**src/core/tpc_map.vh**
```
// Register offsets, field positions and reset values of the transceiver pin control block
`ifndef TPC_MAP_VH
`define TPC_MAP_VH

// ----------------------------------------------------------------
// Register byte offsets
// ----------------------------------------------------------------
`define TPC_ADDR_USER_CTRL 8'h00
`define TPC_ADDR_OEM_CFG3 8'h04
`define TPC_ADDR_PIN_STATUS 8'h08
`define TPC_ADDR_DROP_THR 8'h0C
`define TPC_ADDR_EVT_STATUS 8'h10
`define TPC_ADDR_EVT_MASK 8'h14

// ----------------------------------------------------------------
// user_control_reg fields
// ----------------------------------------------------------------
`define TPC_UC_SOFT_TX_OFF 0
`define TPC_UC_SOFT_RATE_SEL 1
`define TPC_UC_PIN_INT_EN 4
`define TPC_UC_WIDTH 5
`define TPC_UC_RESET 5'h00

// ----------------------------------------------------------------
// oem_config_three fields
// ----------------------------------------------------------------
`define TPC_OC_GPO_MODE 0
`define TPC_OC_PUSH_PULL 1
`define TPC_OC_GPO_LEVEL 2
`define TPC_OC_WIDTH 3
`define TPC_OC_RESET 3'h0

// ----------------------------------------------------------------
// Pin status fields
// ----------------------------------------------------------------
`define TPC_PS_TX_OFF 0
`define TPC_PS_RATE_SEL 1
`define TPC_PS_DROPOUT 2
`define TPC_PS_TX_FAULT 3
`define TPC_PS_TX_DISABLED 4
`define TPC_PS_WIDTH 5

// ----------------------------------------------------------------
// Event status and mask fields
// ----------------------------------------------------------------
`define TPC_EV_DROPOUT 0
`define TPC_EV_TX_FAULT 1
`define TPC_EV_TX_OFF 2
`define TPC_EV_RATE_SEL 3
`define TPC_EV_WIDTH 4
`define TPC_EV_RESET 4'h0

// ----------------------------------------------------------------
// Dropout threshold and synchronised pin indices
// ----------------------------------------------------------------
`define TPC_THR_RESET 16'h0000
`define TPC_LANE_LOW 0
`define TPC_LANE_HIGH 1
`define TPC_BYTE_MSB 7
`define TPC_HIGH_BYTE_LSB 8
`define TPC_SY_TX_OFF 0
`define TPC_SY_RATE_SEL 1
`define TPC_SY_DROPOUT 2
`define TPC_SY_TX_FAULT 3
`define TPC_SY_SER_CLK 4
`define TPC_SY_SER_DATA 5
`define TPC_SY_WIDTH 6

`endif

```
**src/core/tpc_pin_ctrl.v**
```verilog
// Transceiver pin control: transmit-off, rate select, receive dropout, fault and interrupt pins
//
// Design decisions made here: the address map and register access over Wishbone.
`timescale 1ns/1ps
`include "tpc_map.vh"

module tpc_pin_ctrl
#(
   parameter THR_WIDTH = 16
)
(
   input wire clk_i,
   input wire rst_i,
   // Wishbone classic slave
   input wire wb_cyc_i,
   input wire wb_stb_i,
   input wire wb_we_i,
   input wire [7:0] wb_adr_i,
   input wire [3:0] wb_sel_i,
   input wire [31:0] wb_dat_i,
   output reg [31:0] wb_dat_o,
   output reg wb_ack_o,
   // Transmit control
   input wire transmit_off_in_i,
   output reg tx_shutdown_o,
   // Transmit fault from internal monitors and the fault wire
   input wire fault_detect_i,
   input wire transmit_fault_out_i,
   output reg transmit_fault_out_o,
   output reg transmit_fault_out_oe_o,
   // Rate select / general output
   input wire rate_select_in_i,
   output reg rate_select_out_o,
   output reg rate_select_out_oe_o,
   // Receive dropout
   input wire [THR_WIDTH-1:0] rx_power_level_i,
   input wire rx_signal_dropout_i,
   output reg rx_signal_dropout_o,
   output reg rx_signal_dropout_oe_o,
   // Dual-use supply sense / interrupt pin
   output reg supply_sense_pin_o,
   output reg supply_sense_pin_oe_o,
   output reg supply_sense_analog_o,
   // Serial management link pins
   input wire serial_clk_i,
   input wire serial_data_i,
   input wire serial_drive_low_i,
   output reg serial_data_o,
   output reg serial_data_oe_o,
   output wire serial_clk_sync_o,
   output wire serial_data_sync_o,
   // Interrupt
   output wire irq_o
);

   // ----------------------------------------------------------------
   // Declarations
   // ----------------------------------------------------------------
   reg [`TPC_UC_WIDTH-1:0] user_control_reg;
   reg [`TPC_OC_WIDTH-1:0] oem_config_three;
   reg [THR_WIDTH-1:0] dropout_threshold;
   reg [`TPC_EV_WIDTH-1:0] evt_status;
   reg [`TPC_EV_WIDTH-1:0] evt_mask;
   reg [`TPC_EV_WIDTH-1:0] next_evt_status;
   reg [`TPC_EV_WIDTH-1:0] evt_pulse;
   reg [`TPC_EV_WIDTH-1:0] evt_clear;
   reg [`TPC_PS_WIDTH-1:0] pin_status;
   reg [`TPC_PS_WIDTH-1:0] pin_status_d;
   reg [31:0] next_rdata;
   reg dropout_flag;
   reg next_dropout_flag;
   reg rate_or;
   wire [`TPC_SY_WIDTH-1:0] pin_async;
   wire [`TPC_SY_WIDTH-1:0] pin_sync;
   wire bus_req;
   wire bus_wr;
   wire irq_any;
   reg irq_state;

   // ----------------------------------------------------------------
   // Input synchronisation
   // ----------------------------------------------------------------
   assign pin_async = {serial_data_i, serial_clk_i, transmit_fault_out_i,
                       rx_signal_dropout_i, rate_select_in_i, transmit_off_in_i};

   // Outside pins are only ever read through the synchroniser
   tpc_sync #(
      .WIDTH(`TPC_SY_WIDTH)
   ) u_sync (
      .clk_i(clk_i),
      .rst_i(rst_i),
      .async_i(pin_async),
      .sync_o(pin_sync)
   );

   assign serial_clk_sync_o = pin_sync[`TPC_SY_SER_CLK];
   assign serial_data_sync_o = pin_sync[`TPC_SY_SER_DATA];

   // ----------------------------------------------------------------
   // Pin status word
   // ----------------------------------------------------------------
   always @*
   begin
      pin_status = {`TPC_PS_WIDTH{1'b0}};
      pin_status[`TPC_PS_TX_OFF] = pin_sync[`TPC_SY_TX_OFF];
      pin_status[`TPC_PS_RATE_SEL] = pin_sync[`TPC_SY_RATE_SEL];
      pin_status[`TPC_PS_DROPOUT] = pin_sync[`TPC_SY_DROPOUT];
      pin_status[`TPC_PS_TX_FAULT] = pin_sync[`TPC_SY_TX_FAULT];
      pin_status[`TPC_PS_TX_DISABLED] = tx_shutdown_o;
   end

   // ----------------------------------------------------------------
   // Receive dropout comparator
   // ----------------------------------------------------------------
   // Equal power keeps the present state
   always @*
   begin
      next_dropout_flag = dropout_flag;
      if (rx_power_level_i < dropout_threshold)
      begin
         next_dropout_flag = 1'b1;
      end
      else if (rx_power_level_i > dropout_threshold)
      begin
         next_dropout_flag = 1'b0;
      end
   end

   // ----------------------------------------------------------------
   // Pin drivers
   // ----------------------------------------------------------------
   always @*
   begin
      rate_or = user_control_reg[`TPC_UC_SOFT_RATE_SEL] | pin_sync[`TPC_SY_RATE_SEL];
   end

   always @(posedge clk_i)
   begin
      if (rst_i)
      begin
         dropout_flag <= 1'b0;
         tx_shutdown_o <= 1'b0;
         transmit_fault_out_o <= 1'b0;
         transmit_fault_out_oe_o <= 1'b1;
         rate_select_out_o <= 1'b0;
         rate_select_out_oe_o <= 1'b1;
         rx_signal_dropout_o <= 1'b0;
         rx_signal_dropout_oe_o <= 1'b1;
         supply_sense_pin_o <= 1'b0;
         supply_sense_pin_oe_o <= 1'b0;
         supply_sense_analog_o <= 1'b1;
         serial_data_o <= 1'b0;
         serial_data_oe_o <= 1'b0;
      end
      else
      begin
         dropout_flag <= next_dropout_flag;
         tx_shutdown_o <= pin_sync[`TPC_SY_TX_OFF] | user_control_reg[`TPC_UC_SOFT_TX_OFF];
         // Open-drain fault line: pull low when healthy, release on fault
         transmit_fault_out_o <= 1'b0;
         transmit_fault_out_oe_o <= ~fault_detect_i;
         // Open-drain dropout line, wire-OR with external drivers
         rx_signal_dropout_o <= 1'b0;
         rx_signal_dropout_oe_o <= ~dropout_flag;
         if (oem_config_three[`TPC_OC_GPO_MODE])
         begin
            if (oem_config_three[`TPC_OC_PUSH_PULL])
            begin
               rate_select_out_o <= oem_config_three[`TPC_OC_GPO_LEVEL];
               rate_select_out_oe_o <= 1'b1;
            end
            else
            begin
               rate_select_out_o <= 1'b0;
               rate_select_out_oe_o <= ~oem_config_three[`TPC_OC_GPO_LEVEL];
            end
         end
         else
         begin
            rate_select_out_o <= 1'b0;
            rate_select_out_oe_o <= ~rate_or;
         end
         // Dual-use pin: analog input or open-drain active-low interrupt
         supply_sense_analog_o <= ~user_control_reg[`TPC_UC_PIN_INT_EN];
         supply_sense_pin_o <= 1'b0;
         supply_sense_pin_oe_o <= user_control_reg[`TPC_UC_PIN_INT_EN] & irq_any;
         // Serial data only ever pulls low
         serial_data_o <= 1'b0;
         serial_data_oe_o <= serial_drive_low_i;
      end
   end

   // ----------------------------------------------------------------
   // Event capture
   // ----------------------------------------------------------------
   // Delayed copy resets to the idle level of each pin, so reset makes no false event
   always @(posedge clk_i)
   begin
      if (rst_i)
      begin
         pin_status_d <= {`TPC_PS_WIDTH{1'b0}};
      end
      else
      begin
         pin_status_d <= pin_status;
      end
   end

   always @*
   begin
      evt_pulse = {`TPC_EV_WIDTH{1'b0}};
      evt_pulse[`TPC_EV_DROPOUT] = pin_status[`TPC_PS_DROPOUT] & ~pin_status_d[`TPC_PS_DROPOUT];
      evt_pulse[`TPC_EV_TX_FAULT] = pin_status[`TPC_PS_TX_FAULT] & ~pin_status_d[`TPC_PS_TX_FAULT];
      evt_pulse[`TPC_EV_TX_OFF] = pin_status[`TPC_PS_TX_OFF] ^ pin_status_d[`TPC_PS_TX_OFF];
      evt_pulse[`TPC_EV_RATE_SEL] = pin_status[`TPC_PS_RATE_SEL] ^ pin_status_d[`TPC_PS_RATE_SEL];
   end

   // ----------------------------------------------------------------
   // Wishbone access
   // ----------------------------------------------------------------
   // Ack blocks a second take while the master still holds its strobe
   assign bus_req = wb_cyc_i & wb_stb_i & ~wb_ack_o;
   assign bus_wr = bus_req & wb_we_i;

   always @*
   begin
      evt_clear = {`TPC_EV_WIDTH{1'b0}};
      if (bus_wr && wb_adr_i == `TPC_ADDR_EVT_STATUS && wb_sel_i[`TPC_LANE_LOW])
      begin
         evt_clear = wb_dat_i[`TPC_EV_WIDTH-1:0];
      end
      // A new event wins over a clear in the same cycle
      next_evt_status = (evt_status & ~evt_clear) | evt_pulse;
   end

   always @*
   begin
      next_rdata = 32'h0000_0000;
      if (wb_adr_i == `TPC_ADDR_USER_CTRL)
      begin
         next_rdata[`TPC_UC_WIDTH-1:0] = user_control_reg;
      end
      else if (wb_adr_i == `TPC_ADDR_OEM_CFG3)
      begin
         next_rdata[`TPC_OC_WIDTH-1:0] = oem_config_three;
      end
      else if (wb_adr_i == `TPC_ADDR_PIN_STATUS)
      begin
         next_rdata[`TPC_PS_WIDTH-1:0] = pin_status;
      end
      else if (wb_adr_i == `TPC_ADDR_DROP_THR)
      begin
         next_rdata[THR_WIDTH-1:0] = dropout_threshold;
      end
      else if (wb_adr_i == `TPC_ADDR_EVT_STATUS)
      begin
         next_rdata[`TPC_EV_WIDTH-1:0] = evt_status;
      end
      else if (wb_adr_i == `TPC_ADDR_EVT_MASK)
      begin
         next_rdata[`TPC_EV_WIDTH-1:0] = evt_mask;
      end
   end

   always @(posedge clk_i)
   begin
      if (rst_i)
      begin
         wb_ack_o <= 1'b0;
         wb_dat_o <= 32'h0000_0000;
         user_control_reg <= `TPC_UC_RESET;
         oem_config_three <= `TPC_OC_RESET;
         dropout_threshold <= `TPC_THR_RESET;
         evt_status <= `TPC_EV_RESET;
         evt_mask <= `TPC_EV_RESET;
      end
      else
      begin
         wb_ack_o <= bus_req;
         // Read data stands only in the ack cycle
         wb_dat_o <= bus_req ? next_rdata : 32'h0000_0000;
         evt_status <= next_evt_status;
         if (bus_wr && wb_sel_i[`TPC_LANE_LOW])
         begin
            if (wb_adr_i == `TPC_ADDR_USER_CTRL)
            begin
               user_control_reg <= wb_dat_i[`TPC_UC_WIDTH-1:0];
            end
            else if (wb_adr_i == `TPC_ADDR_OEM_CFG3)
            begin
               oem_config_three <= wb_dat_i[`TPC_OC_WIDTH-1:0];
            end
            else if (wb_adr_i == `TPC_ADDR_EVT_MASK)
            begin
               evt_mask <= wb_dat_i[`TPC_EV_WIDTH-1:0];
            end
         end
         // Threshold is written per byte lane, both bytes in one access when both lanes are selected
         if (bus_wr && wb_adr_i == `TPC_ADDR_DROP_THR)
         begin
            if (wb_sel_i[`TPC_LANE_LOW])
            begin
               dropout_threshold[`TPC_BYTE_MSB:0] <= wb_dat_i[`TPC_BYTE_MSB:0];
            end
            if (wb_sel_i[`TPC_LANE_HIGH])
            begin
               dropout_threshold[THR_WIDTH-1:`TPC_HIGH_BYTE_LSB] <= wb_dat_i[THR_WIDTH-1:`TPC_HIGH_BYTE_LSB];
            end
         end
      end
   end

   // ----------------------------------------------------------------
   // Interrupt
   // ----------------------------------------------------------------
   assign irq_any = |(evt_status & evt_mask);

   // Registered so the interrupt output and the dual-use pin change on the same edge
   always @(posedge clk_i)
   begin
      if (rst_i)
      begin
         irq_state <= 1'b0;
      end
      else
      begin
         irq_state <= irq_any;
      end
   end

   assign irq_o = irq_state;

endmodule // tpc_pin_ctrl

```
**src/core/tpc_sync.v**
```verilog
// Two-stage synchroniser for a group of asynchronous pin inputs
`timescale 1ns/1ps

module tpc_sync
#(
   parameter WIDTH = 6
)
(
   input wire clk_i,
   input wire rst_i,
   input wire [WIDTH-1:0] async_i,
   output wire [WIDTH-1:0] sync_o
);

   reg [WIDTH-1:0] stage_one;
   reg [WIDTH-1:0] stage_two;

   // ----------------------------------------------------------------
   // First stage is read only by the second stage
   // ----------------------------------------------------------------
   always @(posedge clk_i)
   begin
      if (rst_i)
      begin
         stage_one <= {WIDTH{1'b0}};
         stage_two <= {WIDTH{1'b0}};
      end
      else
      begin
         stage_one <= async_i;
         stage_two <= stage_one;
      end
   end

   assign sync_o = stage_two;

endmodule // tpc_sync

```
**config.mk**
```make
export PLATFORM = sky130hd
export DESIGN_NAME = tpc_pin_ctrl
export DESIGN_NICKNAME = d
export VERILOG_FILES = /design/src/core/tpc_pin_ctrl.v /design/src/core/tpc_sync.v
export VERILOG_INCLUDE_DIRS = /design/src /design/src/core
export SDC_FILE = /design/constraint.sdc
export NUM_CORES = 1
export LEC_CHECK = 0
export ABC_AREA = 0
export BUFFER_PORTS_ARGS = -buffer_cell sky130_fd_sc_hd__buf_2
export CORE_ASPECT_RATIO = 0.9
export CORE_UTILIZATION = 50
export CTS_BUF_LIST = sky130_fd_sc_hd__clkbuf_4 sky130_fd_sc_hd__clkbuf_8 sky130_fd_sc_hd__clkbuf_16
export DETAILED_ROUTE_END_ITERATION = 16
export PLACE_DENSITY = 0.8
export SYNTH_ARGS = -nofsm -noshare
export SYNTH_HDL_FRONTEND = slang
export SYNTH_HIERARCHICAL = 1
export SYNTH_SLANG_ARGS = --single-unit
```
**constraint.sdc**
```tcl
create_clock -name clk_i -period 1.6 [get_ports clk_i]
set_input_delay 0.32 -clock clk_i [delete_from_list [all_inputs] [get_ports clk_i]]
set_output_delay 0.32 -clock clk_i [all_outputs]
set_load 0.05 [all_outputs]
```
== Word-level counts from Yosys, hierarchy flattened ==
Cells that the tools add are included.

* Logic and storage cells: 86
* Register bits: 91

* Equal/unequal tests: 5
* Bitwise logic cells: 28
* Magnitude comparators: 2
* Reductions and logical operators: 15
* Mux-type cells: 13

{| class="wikitable"
|+ Operators with widths
! cell !! number
|-
| 8-bit by 4-bit equality test with 1-bit output, second input constant || 2
|-
| 8-bit by 5-bit equality test with 1-bit output, second input constant || 2
|-
| 16-bit > comparator || 1
|-
| 16-bit less-than comparator || 1
|-
| 4-bit two-way mux || 4
|-
| 1-bit inverter || 14
|-
| 12-bit two-way mux || 1
|-
| 5-bit two-way mux || 2
|-
| 4-bit AND || 2
|-
| 8-bit by 3-bit equality test with 1-bit output, second input constant || 1
|-
| 8-bit logical NOT || 1
|-
| 1-bit AND || 6
|-
| 2-bit AND reduction || 3
|-
| 6-bit OR reduction || 1
|-
| 1-bit logical AND || 4
|-
| 1-bit two-way mux || 4
|-
| 4-bit inverter || 1
|-
| 4-bit OR || 1
|-
| 4-bit AND reduction || 1
|-
| 4-bit OR reduction || 1
|-
| 3-bit two-way mux || 1
|-
| 3-bit AND reduction || 1
|-
| 3-bit OR reduction || 1
|-
| 2-bit two-way mux || 1
|-
| other kinds (4) || 6
|}

== Longest topological paths before layout ==
Gate-level depths: netlist of run 1.

* Depth after elaboration: 9
* Depth in mapped cells: 6
* Gate-level depth less buffers: 6

== Hierarchy ==
The synthesis of run 1 kept the hierarchy.

{| class="wikitable"
|+ By module, submodules not included
! module !! seq. area each (sq um) !! times used !! area an instance (sq um) !! cells each
|-
| tpc_pin_ctrl || 1261.2 || 1 || 3094.2 || 339
|-
| tpc_sync || 240.2 || 1 || 366.6 || 25
|}

== Worst setup path after synthesis of run 1 ==
Ideal clock, no wire load.

* Path kind: register -> register
* Start point: register wb_ack_o
* End point: register evt_mask[0]
* Stages on the path, launching flop included: 7
* Data required time: 1482 ps
* Arrival: 1551 ps
* Library setup time: 118 ps
* Slack: -69 ps
* Cells stage by stage: dfxtp_1 -> and4b_1 -> buf_2 -> nand2_4 -> or3_1 -> buf_6 -> mux2i_1

* Cells in the longest elaborated chain, start to end: 5

{| class="wikitable"
|+ RTL lines
! element !! RTL line !! text
|-
| start: declaration || tpc_pin_ctrl.v:22 || <nowiki>output reg wb_ack_o,</nowiki>
|-
| start signal: assignment || tpc_pin_ctrl.v:279 || <nowiki>wb_ack_o <= bus_req;</nowiki>
|-
| 1-bit inverter || tpc_pin_ctrl.v:222 || <nowiki>assign bus_req = wb_cyc_i & wb_stb_i & ~wb_ack_o;</nowiki>
|-
| 1-bit AND || tpc_pin_ctrl.v:222 ||
|-
| 1-bit AND || tpc_pin_ctrl.v:223 || <nowiki>assign bus_wr = bus_req & wb_we_i;</nowiki>
|-
| 1-bit logical AND || tpc_pin_ctrl.v:283 || <nowiki>if (bus_wr && wb_sel_i[`TPC_LANE_LOW])</nowiki>
|-
| 4-bit AND reduction (no source line) || - ||
|-
| end signal: assignment || tpc_pin_ctrl.v:275 || <nowiki>evt_mask <= `TPC_EV_RESET;</nowiki>
|-
| end signal: assignment || tpc_pin_ctrl.v:295 || <nowiki>evt_mask <= wb_dat_i[`TPC_EV_WIDTH-1:0];</nowiki>
|-
| end: declaration || tpc_pin_ctrl.v:63 || <nowiki>reg [`TPC_EV_WIDTH-1:0] evt_mask;</nowiki>
|}

Every way passes these cells.
A chain may end at the register's enable or synchronous reset.

== Worst setup path in the final report of run 1 ==
* Start point: register dropout_threshold[13]
* End point: register dropout_flag

* Cells in the longest elaborated chain, start to end: 2

{| class="wikitable"
|+ RTL lines
! element !! RTL line !! text
|-
| start: declaration || tpc_pin_ctrl.v:61 || <nowiki>reg [THR_WIDTH-1:0] dropout_threshold;</nowiki>
|-
| start signal: assignment || tpc_pin_ctrl.v:273 || <nowiki>dropout_threshold <= `TPC_THR_RESET;</nowiki>
|-
| start signal: indexed assignment || tpc_pin_ctrl.v:303 || <nowiki>dropout_threshold[`TPC_BYTE_MSB:0] <= wb_dat_i[`TPC_BYTE_MSB:0];</nowiki>
|-
| start signal: indexed assignment || tpc_pin_ctrl.v:307 || <nowiki>dropout_threshold[THR_WIDTH-1:`TPC_HIGH_BYTE_LSB] <= wb_dat_i[THR_WIDTH-1:`TPC_HIGH_BYTE_LSB];</nowiki>
|-
| 16-bit less-than comparator / 16-bit > comparator (equally long branches) || tpc_pin_ctrl.v:119, tpc_pin_ctrl.v:123 ||
|-
| 1-bit two-way mux / 2-bit nonzero test (equally long branches) || - ||
|-
| end signal: assignment || tpc_pin_ctrl.v:157 || <nowiki>dropout_flag <= next_dropout_flag;</nowiki>
|-
| end: declaration || tpc_pin_ctrl.v:70 || <nowiki>reg dropout_flag;</nowiki>
|}

Several ways; a longest one is shown, not always the timed one.

==> summary.md, run 1 <==
| Metric | Value |
|---|---|
| Leading area contributor after synthesis | `dfxtp_1` |
| MaxCap Viol Count | `0` |
| Layout cells sized above 1 | `31.5%` |
| Critical Path AT | `1840 ps` |
| Status | `completed` |
| Largest net degree at the start of global routing | `39` |
| DRT iter0 DRCs | `128` |
| Final Max Slew Viols | `0` |
| Worst min-delay path class | `in -> reg` |
| Slowest CP cell | `dfxtp_2` |
| Placer congestion estimate | `0.919` |
| Wire length on met2 | `3470 um` |
| Setup Viol. Count Final | `0` |
| N_diodes | `0` |
| Asr flop ratio synth | `0%` |
| Nets | `549` |
| Most frequent cells in the layout | `buf_2 (82), dfxtp_1 (73), o21ai_0 (24), a21oi_1 (24), inv_1 (23)` |
| Crit. End Element | `register` |
| H-tree depth | `3` |
| Synth warnings | `6` |
| RSZ-0062 raised after global routing | `true` |
| First-pass GRT wire length | `12200 um` |
| Critical path class | `reg -> reg` |
| Total CTS buffers | `9` |
| Biggest registers after layout | `dropout_threshold: 16 flops, wb_dat_o: 16 flops` |
| Tmin final | `1580 ps` |
| Clock Latency Late Sink | `340 ps` |
| Most frequent CP cell | `a21o_1` |
| Synth Flop Type | `dfxtp_1` |
| Routed wl met3 | `479 um` |
| CP cell instances | `inv_1 > ha_1 > a21o_1 > a21o_1 > a211o_1 > o31ai_1` |
| Avg Cell Area, Syn | `9.51 um2` |
| Initial antenna violation count | `0` |
| Drt wl/cell | `13.8 um` |
| Sink Count | `75` |
| I/O pin count | `121` |
| Final Core Density | `62.6%` |
| Pwr per Cell Area | `867 nW/um2` |
| Via count | `2818` |
| Routed vias/inst | `5.09` |
| Hold Vio Cnt, Final | `0` |
| Final wirelength | `7620 um` |
| # fillers | `572` |
| Gr usage total | `22.4%` |
| Vias in the first global route | `2596` |
| Post-synth EDFFs | `0` |
| Top post-synthesis cells by area | `dfxtp_1 (43%), ha_1 (5.8%), mux2i_1 (5.2%)` |
| GRT Residual Overflow | `0` |
| Setup WS pre-CTS | `-117 ps` |
| Top metal layer carrying routed signals | `met4` |
| DRT Pass-1 Iters | `4` |
| Crit share post-route | `98.8%` |
| Unique cell type count in the Yosys netlist | `55` |
| Fin cells | `554` |
| Leak | `1.81 nW` |
| Post-synthesis sequential area ratio | `43.4%` |
| Total core area | `6620 um2` |
| CTS tree | `built` |
| Antenna viol nets, final | `0` |
| Vert. Die Dim | `80.9 um` |
| Die X-Extent | `89.7 um` |
| Die area | `7260 um2` |
| Total chip power | `3.59 mW` |
| Clock Pin Slew Worst Setup and Hold Paths | `80 ps` |
| PortBufs | `82` |
| Hold Slack | `139 ps` |
| Netlist Area Pre-Place | `3460 um2` |
| Area share of the largest cell type after synthesis | `43.4%` |
| Synthesized flop and latch total | `75` |
| Final worst slack | `18.8 ps` |
| Initial Util | `52.3%` |
| Post-Synthesis Cells | `364` |
| CTS root buffer | `clkbuf_8` |
| Crit-path max FO | `2` |
| Max clock buf depth | `2` |
| # DRC | `0` |
| Met1 wire length | `3610 um` |
| Hpwl dp | `5750 um` |
| Most common cell after layout, fill and taps aside | `buf_2` |
| Max Clk Rate | `632 MHz` |
| Area Overhead vs Synth | `19.8%` |
| Rows | `28` |
| Max incr delay on CP | `340 ps` |
| Startpoint types | `register` |
| DP Cell Count | `539` |
| CP required | `1860 ps` |
| Layout Skew | `8.25 ps` |
| Maximum vdd drop | `0.718 mV` |
[layer usage]
layer  global-route usage [%]  up-vias
li1                         -     1418
met1                     30.0     1303
met2                     34.8       93
met3                     6.61        4
met4                     6.51        0
met5                        0        -
[logic make-up (layout without fill, tap and decap cells)]
family | count (synthesis) | count (layout) | synth area share (%)
flip-flops | 75 | 75 | 43.4
AND/OR/NAND/NOR | 117 | 117 | 21.7
adder cells (fa/ha/maj) | 16 | 16 | 5.78
AO/OA/AOI/OAI | 73 | 73 | 12.7
other | 1 | 20 | 0.108
multiplexers | 20 | 20 | 5.86
XOR/XNOR | 2 | 2 | 0.506
buffers and inverters | 60 | 141 | 9.94
[path summary, 6_finish.rpt]
| kind | from | end | slack, ps | cells past startpoint |
|---|---|---|---|---|
| setup / recovery | dropout_threshold[13] | dropout_flag | 20 | 6 |
| hold / removal | fault_detect_i | transmit_fault_out_oe_o | 140 | 2 |
| setup reg to reg | dropout_threshold[13] | dropout_flag | 20 | 6 |
| hold reg to reg | dropout_flag | rx_signal_dropout_oe_o | 420 | 1 |
[per-stage QoR]
step,instance area [um2],setup TNS [ps]
after global placement,3970,-1500
after global routing,4150,-40.3
after detailed placement,3970,-2560
after floorplan,3530,0
after CTS,4140,0
final,4150,0
[final cells by class]
cell class	count	area [um2]	area share [%]
clock buffer	10	138	3.32
timing repair buffer	103	581	14.0
inverter	23	86.3	2.08
sequential	75	1500	36.3
tap	90	113	2.72
multi-input combinational	248	1690	40.9
clock inverter	5	30.0	0.724
[synthesized netlist by cell type (2+ instances only)]
library cell  instances
clkbuf_1              7
buf_4                23
mux2i_1              18
or3_1                 2
nand3_1              21
a211o_1               2
nor2b_4               2
xnor2_1               2
or2b_1                8
buf_6                 4
nor3_1               14
ha_1                 16
a21oi_1              24
nand2_1               8
o21ai_0              24
o21a_1                2
nand4_1               6
nor2b_1               6
and2_1                2
mux2_2                2
nor2b_2               8
buf_2                 2
inv_1                23
a22oi_1               2
a21o_1                3
nor4b_4               2
nand2b_1              9
and2b_2               2
nor2_1               18
o2111ai_1             3
dfxtp_1              75
[where the power goes]
part           internal, mW  total [mW]  switching [mW]
sequential             1.90        1.91          0.0146
combinational         0.145       0.431           0.287
clock                 0.587        1.25           0.663
total                  2.63        3.59           0.964
[critical path, delay by kind of cell, from the launching register on]
family	cells	cell delay, ps
AOI/OAI and AO/OA	4	800
DFF	1	340
adders and majority gates	1	290
buffers and inverters	1	60
[timing repair]
item                                    in CTS  in global routing
gates resized for setup                      0                  5
hold buffers                                 0                  0
setup buffers                                0                  0
endpoints found under the setup margin       0                  9
No activity file was read; power rests on OpenSTA's default activity.
==> inputs of run 2 (changes only) <==
--- a/config.mk
+++ b/config.mk
@@ -9,11 +9,13 @@
 export ABC_AREA = 0
 export BUFFER_PORTS_ARGS = -buffer_cell sky130_fd_sc_hd__buf_2
 export CORE_ASPECT_RATIO = 0.9
-export CORE_UTILIZATION = 50
+export CORE_UTILIZATION = 40
 export CTS_BUF_LIST = sky130_fd_sc_hd__clkbuf_4 sky130_fd_sc_hd__clkbuf_8 sky130_fd_sc_hd__clkbuf_16
 export DETAILED_ROUTE_END_ITERATION = 16
-export PLACE_DENSITY = 0.8
+export GPL_ROUTABILITY_DRIVEN = 0
+export PLACE_DENSITY = 0.66
 export SYNTH_ARGS = -nofsm -noshare
 export SYNTH_HDL_FRONTEND = slang
 export SYNTH_HIERARCHICAL = 1
 export SYNTH_SLANG_ARGS = --single-unit
+export TNS_END_PERCENT = 20
==> summary.md, run 2 (same netlist as run 1, synthesis figures left out) <==
| Metric | Value |
|---|---|
| Hold path startpoint | `fault_detect_i` |
| Final wirelength | `8110 um` |
| Layout Skew | `5.65 ps` |
| Clock Pin Slew Worst Setup and Hold Paths | `80 ps` |
| Hold Path End | `transmit_fault_out_oe_o` |
| RSZ-0062 raised after global routing | `false` |
| Max Clk Rate | `658 MHz` |
| Final Max Slew Viols | `0` |
| Crit share post-route | `95.0%` |
| CTS root buffer | `clkbuf_8` |
| Critical R2R Capture | `dropout_flag` |
| Rows | `31` |
| Register-to-Register Path Depth | `6` |
| Antenna viol nets, final | `0` |
| Most common cell after layout, fill and taps aside | `buf_2` |
| Vias in the first global route | `2665` |
| GRT Residual Overflow | `0` |
| Area Overhead vs Synth | `23.9%` |
| Tmin final | `1520 ps` |
| GR Layer Usage met1 | `25.2%` |
| N_diodes | `0` |
| PortBufs | `82` |
| Initial antenna violation count | `0` |
| First-pass GRT wire length | `12800 um` |
| Critical path class | `reg -> reg` |
| DRT iter0 DRCs | `195` |
| Gr usage total | `18.5%` |
| Fin Setup TNS | `0 ps` |
| Critical Path AT | `1790 ps` |
| # fillers | `792` |
| Total core area | `8220 um2` |
| Routed vias/inst | `4.91` |
| DRT Pass-1 Iters | `4` |
| Most frequent cells in the layout | `buf_2 (82), dfxtp_1 (71), a21oi_1 (24)` |
| Largest net degree at the start of global routing | `48` |
| # DRC | `0` |
| Die area | `9030 um2` |
| Max clock buf depth | `2` |
| Clock Latency Late Sink | `350 ps` |
| Final worst slack | `79.9 ps` |
| I/O pin count | `121` |
| Most crowded layer after global routing | `met2` |
| MaxCap Viol Count | `0` |
| H-tree depth | `3` |
| Pwr per Cell Area | `889 nW/um2` |
| GR Layer Usage met2 | `28.4%` |
| Leak | `1.85 nW` |
| Setup WS pre-CTS | `-141 ps` |
| Hpwl dp | `6180 um` |
| Vert. Die Dim | `90.2 um` |
| R2R Path Start | `dropout_threshold[14]` |
| Biggest registers after layout | `dropout_threshold: 16 flops, wb_dat_o: 16 flops` |
| Via count | `2868` |
| Worst min-delay path class | `in -> reg` |
| CP required | `1870 ps` |
| Hold Vio Cnt, Final | `0` |
| Crit. End Element | `register` |
| Drt wl/cell | `13.9 um` |
| Crit-path max FO | `4` |
| Initial Util | `42.1%` |
| Startpoint types | `register` |
| Met3 GRT Util | `5.05%` |
| Status | `completed` |
| Sink Count | `75` |
| Total CTS buffers | `9` |
| Die X-Extent | `100 um` |
| Worst reg2reg setup slack | `80 ps` |
| Hold_buf cts | `0` |
| Layout cells sized above 1 | `33.5%` |
| Nets | `553` |
| WHS Path Cells | `2` |
| CTS tree | `built` |
| Maximum vdd drop | `0.664 mV` |
| Setup Viol. Count Final | `0` |
==> run 2: cell count changes in the layout (fill, tap and decap cells not counted), sizes merged <==
cell,before,now
bufinv,0,1
clkbuf,10,9
buf,103,107
inv,23,24
==> run 2: how the worst max path moves through the flow <==
stage          slack [ps]                   from                  end  cells past startpoint
2_1_floorplan          40               wb_ack_o          evt_mask[0]                      6
3_3_place_gp          -50            wb_adr_i[7]  user_control_reg[2]                      7
3_5_place_dp         -140            wb_adr_i[7]  oem_config_three[0]                      6
4_1_cts                 7  dropout_threshold[14]         dropout_flag                      6
5_1_grt                10  dropout_threshold[11]         dropout_flag                      6
6_report               80  dropout_threshold[14]         dropout_flag                      6
==> run 2: metrics by stage <==
stage / hold slack [ps] / power [mW] / instances / area, um2 / utilization (%)
floorplan: 377 / 2.27 / 383 / 3530 / -
global route: 133 / 3.96 / 584 / 4290 / 52.1
finish: 143 / 3.81 / 584 / 4290 / 52.1
CTS: 138 / 3.85 / 583 / 4250 / 51.7
global placement: 393 / 2.38 / 567 / 4040 / 49.1
detailed placement: 401 / 2.40 / 567 / 4040 / 49.1
==> run 2: cell type report <==
cell class | instances | area [um2] | area share, %
clock buffer | 9 | 124 | 2.89
multi-input combinational | 248 | 1730 | 40.3
inverter | 23 | 86.3 | 2.01
clock inverter | 7 | 76.3 | 1.78
timing repair buffer | 107 | 623 | 14.5
sequential | 75 | 1510 | 35.1
tap | 115 | 144 | 3.36
==> run 2: critical path: stages, from the launching register on <==
cell and delay [ps]:
dfxtp_2 340, inv_1 60, ha_1 290, nand4_1 200, nor3_1 80, a211o_1 290, o31ai_2 170
==> run 2: repair_timing <==
item                       4_1_cts  5_1_grt
pin swaps                        1        5
setup endpoints to repair        1        4
buffers inserted                 0        1
gates resized for setup          3        9
==> run 2: per-layer routing <==
metal | vias up | wire [um]
met3 | 6 | 492
met1 | 1346 | 3860
met4 | 0 | 76
met5 | - | 0
met2 | 89 | 3680
li1 | 1427 | -
==> run 2: power breakdown <==
part	total (mW)	internal, mW	switching [mW]
Clock	1.45	0.727	0.726
Combinational	0.450	0.154	0.295
Sequential	1.91	1.90	0.0149
